==> src/rtl/ocdb_defines.vh <==
// Constants for the output channel divider bank: register indices, field
// positions, reset values and timing figures.
// Assumes a word-addressed Avalon-MM slave; byte address is four times the index.
`ifndef OCDB_DEFINES_VH
`define OCDB_DEFINES_VH

// Register indices (byte address = 4 * index).
`define OCDB_IDX_ZD_CTRL       10'h110
`define OCDB_IDX_G0_RATIO      10'h140
`define OCDB_IDX_G0_PHASE      10'h141
`define OCDB_IDX_G1_RATIO      10'h146
`define OCDB_IDX_G1_PHASE_SRC  10'h147
`define OCDB_IDX_G2_RATIO      10'h14A
`define OCDB_IDX_G2_PHASE_SRC  10'h14B
`define OCDB_IDX_G3_RATIO      10'h240
`define OCDB_IDX_G3_PHASE_SRC  10'h241
`define OCDB_IDX_G4_RATIO      10'h244
`define OCDB_IDX_G4_PHASE      10'h245
`define OCDB_IDX_SYNC_CTRL     10'h300
`define OCDB_IDX_FB_DIV        10'h301
`define OCDB_IDX_STATUS        10'h302
`define OCDB_IDX_ZD_PHASE      10'h303

// Field positions.
`define OCDB_RATIO_MSB         5
`define OCDB_PHASE_MSB         5
`define OCDB_PD_BIT            6
`define OCDB_SRC_BIT           6

// Reset values.
`define OCDB_RATIO_RST         7'h04
`define OCDB_ZD_RATIO_RST      6'h01
`define OCDB_PHASE_RST         7'h00
`define OCDB_SYNC_RST          6'h00
`define OCDB_FB_DIV_RST        8'h20

// Loop bandwidth ranges of the feedback divide value.
`define OCDB_BW_MID_MIN        8'h18
`define OCDB_BW_LOW_MIN        8'h30
`define OCDB_BW_HIGH           2'h0
`define OCDB_BW_MID            2'h1
`define OCDB_BW_LOW            2'h2

// Timing.
`define OCDB_CLK_PERIOD_PS     10000
`define OCDB_CLK_MHZ           100
`define OCDB_LOCK_ERR_PS       3250
`define OCDB_LOCK_TIME_US      420

`endif

==> src/rtl/ocdb_top.v <==
// Output channel divider bank: six channel dividers, output group fan-out,
// second loop phase/lock detector and loop bandwidth selection, with an
// Avalon-MM register slave. Source clocks and detector inputs are pins,
// sampled on clk; they must stay below a quarter of the clk rate.
//
// Notes on behaviour
// - Six integer channel dividers, ratio in bits 5..0 of each ratio register.
// - Every divider divides by any integer from 1 to 64.
// - Ratios reset to four; the zero-delay feedback divider resets to one.
// - Six-bit phase field delays the first edge in input half periods.
// - Bit 6 of each group ratio register powers that divider down.
// - Group 0 and zero-delay dividers always use the primary oscillator divider.
// - Groups 1 and 2: phase bit 6 zero primary, one secondary source.
// - Group 3: phase bit 6 zero second loop, one primary source.
// - Group 4 divider is always clocked by the second loop oscillator.
// - Dividers fan out to four, two, two, two and one drivers.
// - Phase detector gives separate up and down pulses sized by phase difference.
// - Lock detector evaluates once per phase detector comparison.
// - Second loop flagged locked while sampled phase error stays within one clk cycle; 3.25 ns rounds up to one.
// - Lock typically reported about 420 us after reset release.
// - Bandwidth chosen from feedback value: 4-23, 24-47, 48-255.
// - Feedback divide value may change live without a reset.
// - A divider is held in reset while its sync input is high.
`timescale 1ns/1ns
`include "ocdb_defines.vh"

module ocdb_chdiv
(
  input  wire       clk,
  input  wire       sys_rst,
  input  wire       half_tick,
  input  wire       sync_hold,
  input  wire       power_down,
  input  wire [5:0] ratio,
  input  wire [5:0] phase,
  output reg        div_out_r
);

  reg  [5:0] dly_r;
  reg  [6:0] cnt_r;
  reg        started_r;
  wire [6:0] ratio_val;

  // A zero field stands for 64 so the full 1..64 range fits six bits.
  assign ratio_val = (ratio == 6'h00) ? 7'h40 : {1'b0, ratio};

  always @(posedge clk)
  begin
    if (sys_rst || sync_hold || power_down)
    begin
      div_out_r <= 1'b0;
      cnt_r     <= 7'h00;
      dly_r     <= phase;
      started_r <= 1'b0;
    end
    else if (half_tick)
    begin
      if (dly_r != 6'h00)
      begin
        dly_r <= dly_r - 6'h01;
      end
      else if (!started_r)
      begin
        started_r <= 1'b1;
        div_out_r <= 1'b1;
        cnt_r     <= 7'h01;
      end
      else if (cnt_r >= ratio_val)
      begin
        // Toggling every ratio half periods gives an even duty cycle for odd ratios too.
        div_out_r <= ~div_out_r;
        cnt_r     <= 7'h01;
      end
      else
      begin
        cnt_r <= cnt_r + 7'h01;
      end
    end
  end

endmodule // ocdb_chdiv

module ocdb_top
#(
  parameter integer LOCK_QUAL_CYC = `OCDB_LOCK_TIME_US * `OCDB_CLK_MHZ
)
(
  input  wire        clk,
  input  wire        sys_rst,
  input  wire [9:0]  avs_address,
  input  wire        avs_read,
  input  wire        avs_write,
  input  wire [31:0] avs_writedata,
  input  wire [3:0]  avs_byteenable,
  output reg  [31:0] avs_readdata,
  output reg         avs_waitrequest,
  input  wire        primary_osc_clk,
  input  wire        secondary_osc_clk,
  input  wire        second_loop_osc_clk,
  input  wire        second_loop_ref_div,
  input  wire        second_loop_fb_div,
  output reg  [3:0]  group0_drv,
  output reg  [1:0]  group1_drv,
  output reg  [1:0]  group2_drv,
  output reg  [1:0]  group3_drv,
  output reg         group4_drv,
  output reg         zero_delay_fb_out,
  output reg         pfd_up,
  output reg         pfd_dn,
  output reg         second_loop_locked,
  output reg  [1:0]  loop_bw_sel,
  output reg  [7:0]  fb_div_value
);

  localparam integer LOCK_ERR_RAW = `OCDB_LOCK_ERR_PS / `OCDB_CLK_PERIOD_PS;
  localparam integer LOCK_ERR_CYC = (LOCK_ERR_RAW < 1) ? 1 : LOCK_ERR_RAW;
  localparam [15:0]  LOCK_ERR_W   = LOCK_ERR_CYC[15:0];
  localparam [31:0]  LOCK_QUAL_W  = LOCK_QUAL_CYC;

  // Register storage.
  reg [6:0] g0_ratio_r;
  reg [5:0] g0_phase_r;
  reg [6:0] g1_ratio_r;
  reg [6:0] g1_phase_r;
  reg [6:0] g2_ratio_r;
  reg [6:0] g2_phase_r;
  reg [6:0] g3_ratio_r;
  reg [6:0] g3_phase_r;
  reg [6:0] g4_ratio_r;
  reg [5:0] g4_phase_r;
  reg [5:0] zd_ratio_r;
  reg [5:0] zd_phase_r;
  reg [5:0] sync_r;
  reg [7:0] rdata_nxt;

  // Bus handshake.
  wire bus_req;
  wire bus_wr;
  assign bus_req = avs_read | avs_write;
  assign bus_wr  = avs_write & ~avs_waitrequest & avs_byteenable[0];

  // Source clock and detector input synchronisers; stage 2 feeds stage 3 for edges.
  reg [2:0] prim_s_r;
  reg [2:0] sec_s_r;
  reg [2:0] l2_s_r;
  reg [2:0] ref_s_r;
  reg [2:0] fb_s_r;

  // The synchronisers are not reset: clearing them while a pin is high would fake an edge at reset release.
  always @(posedge clk)
  begin
    prim_s_r <= {prim_s_r[1:0], primary_osc_clk};
    sec_s_r  <= {sec_s_r[1:0], secondary_osc_clk};
    l2_s_r   <= {l2_s_r[1:0], second_loop_osc_clk};
    ref_s_r  <= {ref_s_r[1:0], second_loop_ref_div};
    fb_s_r   <= {fb_s_r[1:0], second_loop_fb_div};
  end

  // Both edges of a source count as one half period.
  wire prim_half;
  wire sec_half;
  wire l2_half;
  wire ref_rise;
  wire fb_rise;
  assign prim_half = prim_s_r[2] ^ prim_s_r[1];
  assign sec_half  = sec_s_r[2] ^ sec_s_r[1];
  assign l2_half   = l2_s_r[2] ^ l2_s_r[1];
  assign ref_rise  = ref_s_r[1] & ~ref_s_r[2];
  assign fb_rise   = fb_s_r[1] & ~fb_s_r[2];

  // Source selection per divider.
  wire g1_tick;
  wire g2_tick;
  wire g3_tick;
  assign g1_tick = g1_phase_r[`OCDB_SRC_BIT] ? sec_half : prim_half;
  assign g2_tick = g2_phase_r[`OCDB_SRC_BIT] ? sec_half : prim_half;
  assign g3_tick = g3_phase_r[`OCDB_SRC_BIT] ? prim_half : l2_half;

  wire [5:0] div_q;

  ocdb_chdiv u_div_g0
  (
    .clk        (clk),
    .sys_rst    (sys_rst),
    .half_tick  (prim_half),
    .sync_hold  (sync_r[0]),
    .power_down (g0_ratio_r[`OCDB_PD_BIT]),
    .ratio      (g0_ratio_r[`OCDB_RATIO_MSB:0]),
    .phase      (g0_phase_r),
    .div_out_r  (div_q[0])
  );

  ocdb_chdiv u_div_g1
  (
    .clk        (clk),
    .sys_rst    (sys_rst),
    .half_tick  (g1_tick),
    .sync_hold  (sync_r[1]),
    .power_down (g1_ratio_r[`OCDB_PD_BIT]),
    .ratio      (g1_ratio_r[`OCDB_RATIO_MSB:0]),
    .phase      (g1_phase_r[`OCDB_PHASE_MSB:0]),
    .div_out_r  (div_q[1])
  );

  ocdb_chdiv u_div_g2
  (
    .clk        (clk),
    .sys_rst    (sys_rst),
    .half_tick  (g2_tick),
    .sync_hold  (sync_r[2]),
    .power_down (g2_ratio_r[`OCDB_PD_BIT]),
    .ratio      (g2_ratio_r[`OCDB_RATIO_MSB:0]),
    .phase      (g2_phase_r[`OCDB_PHASE_MSB:0]),
    .div_out_r  (div_q[2])
  );

  ocdb_chdiv u_div_g3
  (
    .clk        (clk),
    .sys_rst    (sys_rst),
    .half_tick  (g3_tick),
    .sync_hold  (sync_r[3]),
    .power_down (g3_ratio_r[`OCDB_PD_BIT]),
    .ratio      (g3_ratio_r[`OCDB_RATIO_MSB:0]),
    .phase      (g3_phase_r[`OCDB_PHASE_MSB:0]),
    .div_out_r  (div_q[3])
  );

  ocdb_chdiv u_div_g4
  (
    .clk        (clk),
    .sys_rst    (sys_rst),
    .half_tick  (l2_half),
    .sync_hold  (sync_r[4]),
    .power_down (g4_ratio_r[`OCDB_PD_BIT]),
    .ratio      (g4_ratio_r[`OCDB_RATIO_MSB:0]),
    .phase      (g4_phase_r),
    .div_out_r  (div_q[4])
  );

  // The zero-delay divider has no power-down control.
  ocdb_chdiv u_div_zd
  (
    .clk        (clk),
    .sys_rst    (sys_rst),
    .half_tick  (prim_half),
    .sync_hold  (sync_r[5]),
    .power_down (1'b0),
    .ratio      (zd_ratio_r),
    .phase      (zd_phase_r),
    .div_out_r  (div_q[5])
  );

  // Driver fan-out, one register stage so every pin comes from a flop.
  always @(posedge clk)
  begin
    if (sys_rst)
    begin
      group0_drv        <= 4'h0;
      group1_drv        <= 2'h0;
      group2_drv        <= 2'h0;
      group3_drv        <= 2'h0;
      group4_drv        <= 1'b0;
      zero_delay_fb_out <= 1'b0;
    end
    else
    begin
      group0_drv        <= {4{div_q[0]}};
      group1_drv        <= {2{div_q[1]}};
      group2_drv        <= {2{div_q[2]}};
      group3_drv        <= {2{div_q[3]}};
      group4_drv        <= div_q[4];
      zero_delay_fb_out <= div_q[5];
    end
  end

  // Second loop phase detector and lock detector.
  reg [15:0] err_cnt_r;
  reg [31:0] qual_cnt_r;
  reg        cmp_done;
  reg        cmp_good;

  always @*
  begin
    cmp_done = 1'b0;
    cmp_good = 1'b0;
    if (ref_rise && fb_rise && !pfd_up && !pfd_dn)
    begin
      cmp_done = 1'b1;
      cmp_good = 1'b1;
    end
    else if ((pfd_up && fb_rise) || (pfd_dn && ref_rise))
    begin
      cmp_done = 1'b1;
      cmp_good = (err_cnt_r < LOCK_ERR_W);
    end
  end

  always @(posedge clk)
  begin
    if (sys_rst)
    begin
      pfd_up             <= 1'b0;
      pfd_dn             <= 1'b0;
      err_cnt_r          <= 16'h0000;
      qual_cnt_r         <= 32'h00000000;
      second_loop_locked <= 1'b0;
    end
    else
    begin
      // Up runs from a reference edge to the next feedback edge, down the reverse.
      if (cmp_done)
      begin
        pfd_up    <= 1'b0;
        pfd_dn    <= 1'b0;
        err_cnt_r <= 16'h0000;
      end
      else if (!pfd_up && !pfd_dn && ref_rise)
      begin
        pfd_up <= 1'b1;
      end
      else if (!pfd_up && !pfd_dn && fb_rise)
      begin
        pfd_dn <= 1'b1;
      end
      else if ((pfd_up || pfd_dn) && (err_cnt_r != 16'hFFFF))
      begin
        err_cnt_r <= err_cnt_r + 16'h0001;
      end

      // Lock is earned by a qualification time of clean comparisons and lost on one bad one.
      if (cmp_done && !cmp_good)
      begin
        qual_cnt_r         <= 32'h00000000;
        second_loop_locked <= 1'b0;
      end
      else if (qual_cnt_r >= LOCK_QUAL_W)
      begin
        second_loop_locked <= 1'b1;
      end
      else if (cmp_good || (qual_cnt_r != 32'h00000000))
      begin
        qual_cnt_r <= qual_cnt_r + 32'h00000001;
      end
    end
  end

  // Register file write side and live feedback value outputs.
  always @(posedge clk)
  begin
    if (sys_rst)
    begin
      g0_ratio_r   <= `OCDB_RATIO_RST;
      g1_ratio_r   <= `OCDB_RATIO_RST;
      g2_ratio_r   <= `OCDB_RATIO_RST;
      g3_ratio_r   <= `OCDB_RATIO_RST;
      g4_ratio_r   <= `OCDB_RATIO_RST;
      zd_ratio_r   <= `OCDB_ZD_RATIO_RST;
      g0_phase_r   <= 6'h00;
      g1_phase_r   <= `OCDB_PHASE_RST;
      g2_phase_r   <= `OCDB_PHASE_RST;
      g3_phase_r   <= `OCDB_PHASE_RST;
      g4_phase_r   <= 6'h00;
      zd_phase_r   <= 6'h00;
      sync_r       <= `OCDB_SYNC_RST;
      fb_div_value <= `OCDB_FB_DIV_RST;
    end
    else if (bus_wr)
    begin
      case (avs_address)
        `OCDB_IDX_ZD_CTRL      : zd_ratio_r   <= avs_writedata[5:0];
        `OCDB_IDX_G0_RATIO     : g0_ratio_r   <= avs_writedata[6:0];
        `OCDB_IDX_G0_PHASE     : g0_phase_r   <= avs_writedata[5:0];
        `OCDB_IDX_G1_RATIO     : g1_ratio_r   <= avs_writedata[6:0];
        `OCDB_IDX_G1_PHASE_SRC : g1_phase_r   <= avs_writedata[6:0];
        `OCDB_IDX_G2_RATIO     : g2_ratio_r   <= avs_writedata[6:0];
        `OCDB_IDX_G2_PHASE_SRC : g2_phase_r   <= avs_writedata[6:0];
        `OCDB_IDX_G3_RATIO     : g3_ratio_r   <= avs_writedata[6:0];
        `OCDB_IDX_G3_PHASE_SRC : g3_phase_r   <= avs_writedata[6:0];
        `OCDB_IDX_G4_RATIO     : g4_ratio_r   <= avs_writedata[6:0];
        `OCDB_IDX_G4_PHASE     : g4_phase_r   <= avs_writedata[5:0];
        `OCDB_IDX_SYNC_CTRL    : sync_r       <= avs_writedata[5:0];
        `OCDB_IDX_FB_DIV       : fb_div_value <= avs_writedata[7:0];
        `OCDB_IDX_ZD_PHASE     : zd_phase_r   <= avs_writedata[5:0];
        default                : sync_r       <= sync_r;
      endcase
    end
  end

  // Bandwidth follows the feedback value without disturbing the lock state.
  always @(posedge clk)
  begin
    if (sys_rst)
    begin
      loop_bw_sel <= `OCDB_BW_MID;
    end
    else if (fb_div_value >= `OCDB_BW_LOW_MIN)
    begin
      loop_bw_sel <= `OCDB_BW_LOW;
    end
    else if (fb_div_value >= `OCDB_BW_MID_MIN)
    begin
      loop_bw_sel <= `OCDB_BW_MID;
    end
    else
    begin
      loop_bw_sel <= `OCDB_BW_HIGH;
    end
  end

  // Read mux; unmapped indices read as zero.
  always @*
  begin
    case (avs_address)
      `OCDB_IDX_ZD_CTRL      : rdata_nxt = {2'h0, zd_ratio_r};
      `OCDB_IDX_G0_RATIO     : rdata_nxt = {1'b0, g0_ratio_r};
      `OCDB_IDX_G0_PHASE     : rdata_nxt = {2'h0, g0_phase_r};
      `OCDB_IDX_G1_RATIO     : rdata_nxt = {1'b0, g1_ratio_r};
      `OCDB_IDX_G1_PHASE_SRC : rdata_nxt = {1'b0, g1_phase_r};
      `OCDB_IDX_G2_RATIO     : rdata_nxt = {1'b0, g2_ratio_r};
      `OCDB_IDX_G2_PHASE_SRC : rdata_nxt = {1'b0, g2_phase_r};
      `OCDB_IDX_G3_RATIO     : rdata_nxt = {1'b0, g3_ratio_r};
      `OCDB_IDX_G3_PHASE_SRC : rdata_nxt = {1'b0, g3_phase_r};
      `OCDB_IDX_G4_RATIO     : rdata_nxt = {1'b0, g4_ratio_r};
      `OCDB_IDX_G4_PHASE     : rdata_nxt = {2'h0, g4_phase_r};
      `OCDB_IDX_SYNC_CTRL    : rdata_nxt = {2'h0, sync_r};
      `OCDB_IDX_FB_DIV       : rdata_nxt = fb_div_value;
      `OCDB_IDX_STATUS       : rdata_nxt = {2'h0, div_q[5], pfd_dn, pfd_up, loop_bw_sel, second_loop_locked};
      `OCDB_IDX_ZD_PHASE     : rdata_nxt = {2'h0, zd_phase_r};
      default                : rdata_nxt = 8'h00;
    endcase
  end

  // Every access gets exactly one wait state; waitrequest idles high.
  always @(posedge clk)
  begin
    if (sys_rst)
    begin
      avs_waitrequest <= 1'b1;
      avs_readdata    <= 32'h00000000;
    end
    else if (bus_req && avs_waitrequest)
    begin
      avs_waitrequest <= 1'b0;
      avs_readdata    <= {24'h000000, rdata_nxt};
    end
    else
    begin
      avs_waitrequest <= 1'b1;
    end
  end

endmodule // ocdb_top

==> config.mk <==
export PLATFORM = sky130hd
export DESIGN_NAME = ocdb_top
export DESIGN_NICKNAME = d
export VERILOG_FILES = /design/src/rtl/ocdb_top.v
export VERILOG_INCLUDE_DIRS = /design/src /design/src/rtl
export SDC_FILE = /design/constraint.sdc
export NUM_CORES = 1
export LEC_CHECK = 0
export ABC_CLOCK_PERIOD_IN_PS = 2200
export BUFFER_PORTS_ARGS = -buffer_cell sky130_fd_sc_hd__clkbuf_2
export CAP_MARGIN = 20
export CORE_MARGIN = 10
export CORE_UTILIZATION = 54
export CTS_CLUSTER_DIAMETER = 40
export DETAILED_ROUTE_END_ITERATION = 16
export PLACE_DENSITY_LB_ADDON = 0.2
export SLEW_MARGIN = 20
export SYNTH_ARGS = -nofsm -noshare
export SYNTH_HDL_FRONTEND = slang
export SYNTH_HIERARCHICAL = 1
export SYNTH_SLANG_ARGS = --single-unit
==> constraint.sdc <==
create_clock -name clk -period 2.2 [get_ports clk]
set_input_delay 0.44 -clock clk [delete_from_list [all_inputs] [get_ports clk]]
set_output_delay 0.44 -clock clk [all_outputs]
set_load 0.02 [all_outputs]
* After elaboration in Yosys (flattened, before gate mapping)
Cells that the tools add are included.
Storage, ports and cells: register bits 267, output and inout port bits 58
Operators by class: $add $sub $neg 14, magnitude comparators 10, equal/unequal tests 22, muxes and demuxes 59, bitwise operators 26, reductions and logical operators 90
Operator list (count):
- $mux W7 | 18
- $pmux W8 S15 | 1
- $mux W6 | 18
- $eq A10 B10 Y1 const B | 8
- $eq A10 B9 Y1 const B | 7
- $reduce_and A2 Y1 | 28
- $add A7 B1 Y7 const B | 6
- $ge A7 B7 Y1 | 6
- $logic_not A6 Y1 | 6
- $reduce_bool A6 Y1 | 6
- $sub A6 B1 Y6 const B | 6
- $add A32 B1 Y32 const B | 1
- $ge A32 B16 Y1 const B | 1
- $reduce_bool A32 Y1 | 1
- $reduce_bool A2 Y1 | 12
- $mux W1 | 21
- $reduce_and A3 Y1 | 7
- $not A1 Y1 | 18
- $add A16 B1 Y16 const B | 1
- $lt A16 B1 Y1 const B | 1
- $ne A16 B16 Y1 const B | 1
- $logic_or A1 B1 Y1 | 14
- $ne A2 B2 Y1 const B | 6
- $logic_and A1 B1 Y1 | 11
- other kinds (8) | 16

* Logic depth before layout (Yosys ltp)
word-level depth 9, gate-level depth with buffers 9, mapped depth without buffers 8

* Cells and area by module
Netlist, hierarchy kept.
Modules (own cells, without submodules):
- ocdb_top | times used 1, cells each 868, area each 7722.4 um^2
- ocdb_chdiv | times used 6, cells each 101, area each 902.1 um^2

* Least setup slack after synthesis
Ideal clock, no wire load.
path type reg2reg, start point reg g3_ratio_r[3], end point reg u_div_g3.cnt_r[1], data arrival time 1.963 ns, data required time 2.126 ns, path slack 0.163 ns, stages on the path, launching flop included 9, cell sequence dfxtp_1 nor4_1 nand3_1 ha_1 and3_1 a221o_1 a31oi_1 o21ai_1 a21oi_1
On the way: longest elaborated chain between the ends 5
Ends and longest elaborated chain:
- from (decl) | RTL line ocdb_top.v:127 | reg [6:0] g3_ratio_r;
- from (signal assigned) | RTL line ocdb_top.v:356 | g3_ratio_r <= `OCDB_RATIO_RST;
- from (signal assigned) | RTL line ocdb_top.v:378 | `OCDB_IDX_G3_RATIO : g3_ratio_r <= avs_writedata[6:0];
- $logic_not A6 Y1 | RTL line ocdb_top.v:45 | assign ratio_val = (ratio == 6'h00) ? 7'h40 : {1'b0, ratio};
- $mux W7 * | RTL line ocdb_top.v:45
- $ge A7 B7 Y1 * | RTL line ocdb_top.v:68 | else if (cnt_r >= ratio_val)
- $mux W7 * | RTL line ocdb_top.v:68
- $mux W7 * | RTL line ocdb_top.v:62 | else if (!started_r)
- to (signal assigned) | RTL line ocdb_top.v:76 | cnt_r <= cnt_r + 7'h01;
- to (decl) | RTL line ocdb_top.v:40 | reg [6:0] cnt_r;
Mark *: on every way between the ends. The rest lies on a longest branch, timed or not. A chain may end at the register's enable or synchronous reset.

* Worst setup path in the final report
start point reg g0_ratio_r[5], end point reg u_div_g0.div_out_r
On the way: longest elaborated chain between the ends 5
Ends and longest elaborated chain:
- from (decl) | RTL line ocdb_top.v:121 | reg [6:0] g0_ratio_r;
- from (signal assigned) | RTL line ocdb_top.v:353 | g0_ratio_r <= `OCDB_RATIO_RST;
- from (signal assigned) | RTL line ocdb_top.v:372 | `OCDB_IDX_G0_RATIO : g0_ratio_r <= avs_writedata[6:0];
- $logic_not A6 Y1 | RTL line ocdb_top.v:45
- $mux W7 * | RTL line ocdb_top.v:45
- $ge A7 B7 Y1 * | RTL line ocdb_top.v:68
- $ne A2 B2 Y1 (no source line) *
- $reduce_and A3 Y1 (no source line) *
- to (signal assigned) | RTL line ocdb_top.v:71 | div_out_r <= ~div_out_r;
- to (decl) | RTL line ocdb_top.v:36 | output reg div_out_r
Marked as above.

==> flow_metrics.env <==
export IMPL_required_ns=2.59
export IMPL_fin_util_pct=66.19
export IMPL_ys_flop_type="dfxtp_1"
export IMPL_layout_common_cells="229 x dfxtp_1, 189 x nand2_1, 160 x nor2_1"
export IMPL_top_usage_layer="met2"
export IMPL_syn_area_sq_um=13140
export IMPL_finalClockSkew_ns=0.02722
export IMPL_grt_pass1_wl_mm=54.32
export IMPL_wl_per_cell_um=17.21
export IMPL_htreeDepth=2
export IMPL_place_gp_congestion=0.9341
export IMPL_yosysWarnings=6
export IMPL_hold_viol_final=0
export IMPL_setup_ws_ns=0.02702
export IMPL_crit_arrival_ns=2.56
export IMPL_met2_usage_pct=33.87
export IMPL_ys_types=72
export IMPL_powerDensity_nw_per_um2=852.7
export IMPL_p_leak_nw=6.480
export IMPL_drt_iter0_drc=800
export IMPL_cts_buffer_depth=3
export IMPL_clk_latency_ns=0.53
export IMPL_cts_tree="built"
export IMPL_antenna_found_initial=0
export IMPL_status="complete, no violations"
export IMPL_grt_max_degree=34
export IMPL_power_total_w=0.01360
export IMPL_rows=57
export IMPL_async_flop_share_pct=0
export IMPL_syn_area_per_cell_sq_um=8.911
export IMPL_clock_sinks=267
export IMPL_place_hpwl_mm=24.46
export IMPL_grtUsageMet3_pct=4.720
export IMPL_final_common_cell="dfxtp_1"
export IMPL_fp_dieH_um=176.0
export IMPL_grt_total_usage_pct=21.10
export IMPL_dieWidth_um=176.0
export IMPL_whs_ns=0.01040
export IMPL_path_clk_slew_ns=0.06
export IMPL_numCtsBuffers=41
export IMPL_start_util_pct=54.49
export IMPL_finalCritPeriodShare_pct=98.77
export IMPL_worst_setup_path_start_kind="register"
export IMPL_pre_cts_ws_ns=-0.009867
export IMPL_nets=1728
export IMPL_fmax_ghz=0.4602
export IMPL_slew_headroom_pct=64.76
export IMPL_placeableCoreArea_sq_um=24110
export IMPL_drive_above_1_share_pct=18.26
export IMPL_drc=0
export IMPL_drt_pass1_iter_count=6
export IMPL_syn2layout_area_growth_pct=21.47
export IMPL_design_portCount=113
export IMPL_period_needed_ns=2.173
export IMPL_ys_seq_area_share_pct=43.44
export IMPL_setup_viol=0
export IMPL_cts_hold_buffers_added=0
export IMPL_synth_edf_count=36
export IMPL_worstSetupPathType="register to register"
export IMPL_drv_cap=0
export IMPL_grt_met1_usage_pct=27.85
export IMPL_worst_pin_slew_ns=0.5275
export IMPL_slew_violations=0
export IMPL_hold_class="primary input to register"
export IMPL_vias_per_cell=5.650
export IMPL_routed_wl_mm=33.95
export IMPL_ys_ff_latch=267
export IMPL_die_area_sq_um=30960
export IMPL_antenna_left=0
export IMPL_diodes=0
export IMPL_grt_pass1_vias=10700
export IMPL_portBuffers=61
export IMPL_grt_overflow=0
export IMPL_cts_root_buf="clkbuf_16"
export IMPL_critPathCaptureType="register"
export IMPL_cp_max_fo=3
export IMPL_num_vias=11140
export IMPL_irDropWorstVdd_mv=0.6455
export IMPL_rsz0062_at_grt="yes"
export IMPL_synthCells=1474
-- critical path, cell delays in order, from the launching register on --
cell and delay (ns):
dfxtp_2 0.32, nor4_2 0.26, nand3_1 0.11, ha_1 0.32, and3_4 0.18, a221o_1 0.33
a31oi_2 0.21, buf_4 0.16, o21bai_1 0.06, o311a_1 0.10
-- routing by layer --
layer  wire [um]  part of all wire [%]  vias up
li1            -                     -     5431
met1       14830                    44     5239
met2       15510                    46      393
met3        2700                   8.0       78
met4         908                   2.7        0
met5           0                     0        -
-- cell type report --
class | count | area (sq um)
Timing Repair Buffer | 161 | 1084
Clock buffer | 52 | 1191
Multi-Input combinational cell | 1083 | 6997
Clock inverter | 24 | 341.6
Sequential cell | 267 | 5708
Tap cell | 324 | 405.4
Fill cell | 2008 | 8150
Inverter | 61 | 229.0
-- sequential cells by signal (all words and copies together), names as in the netlist, 8 cells and up --
signal	flops
err_cnt_r	16
avs_readdata	8
qual_cnt_r	32
fb_div_value	8
-- where the power goes --
group / total [W] / internal (W) / switching [W]
logic: 0.00112 / 0.000449 / 0.000670
registers: 0.00536 / 0.00518 / 0.000182
clock network: 0.00713 / 0.00470 / 0.00243
total: 0.0136 / 0.0103 / 0.00328
-- cells by family after synthesis --
family	after synthesis	synth area share [%]
simple gates	616	24.05
flops	267	43.44
compound gates	254	12.16
buf+inv	149	5.306
xor+xnor	69	4.601
mux	60	4.887
fa+ha+maj	58	5.525
other cells	1	0.02855
-- worst paths after layout --
| path | start | endpoint | slack, ns | depth (start not counted) |
|---|---|---|---|---|
| max reg2reg | g0_ratio_r[5] | u_div_g0/div_out_r | 0.03 | 9 |
| max | g0_ratio_r[5] | u_div_g0/div_out_r | 0.03 | 9 |
| min | second_loop_ref_div | ref_s_r[0] | 0.01 | 1 |
| min reg2reg | fb_s_r[0] | fb_s_r[1] | 0.32 | 0 |
-- synth_stat cells (5+ instances only) --
library cell,count,area share [%]
nor2b_1,21,1.0
a22oi_1,17,0.97
a21o_1,6,0.34
nand3_1,53,2.0
nor3_1,18,0.69
o21bai_1,7,0.40
nor2_1,160,4.6
a221oi_1,5,0.33
nor3b_4,6,0.86
and3_1,33,1.6
a221o_1,6,0.46
nor4_1,15,0.71
edfxtp_1,36,8.2
a31oi_1,26,1.2
dfxtp_1,231,35
mux2i_1,54,4.1
ha_1,58,5.5
and2_1,22,1.0
o21ai_0,62,2.4
or3_1,9,0.43
xor2_1,59,3.9
a22o_1,8,0.53
o21ai_1,6,0.23
a32oi_1,6,0.40
o22ai_1,8,0.38
nand2_1,189,5.4
clkbuf_1,39,1.1
buf_4,31,1.8
inv_1,61,1.7
buf_2,16,0.61
nand4_1,33,1.6
nand2b_1,23,1.1
or4b_4,6,0.63
xnor2_1,10,0.67
a21oi_1,72,2.7
o311a_1,6,0.46
-- through the flow --
| stage | TNS (ns) | instances | instance area (sq um) |
|---|---|---|---|
| after floorplan | 0 | 1499 | 13230 |
| after global placement | 0 | 1892 | 14220 |
| after detailed placement | -0.009867 | 1892 | 14220 |
| after CTS | 0 | 1968 | 15770 |
| after global routing | -0.3325 | 1972 | 15960 |
| final | 0 | 1972 | 15960 |
-- timing repair --
action	CTS	global route
buffers inserted	0	4
resized for setup	2	28
setup endpoints to repair	5	48
pin swaps	0	16
(Power assumes the default switching activity.)
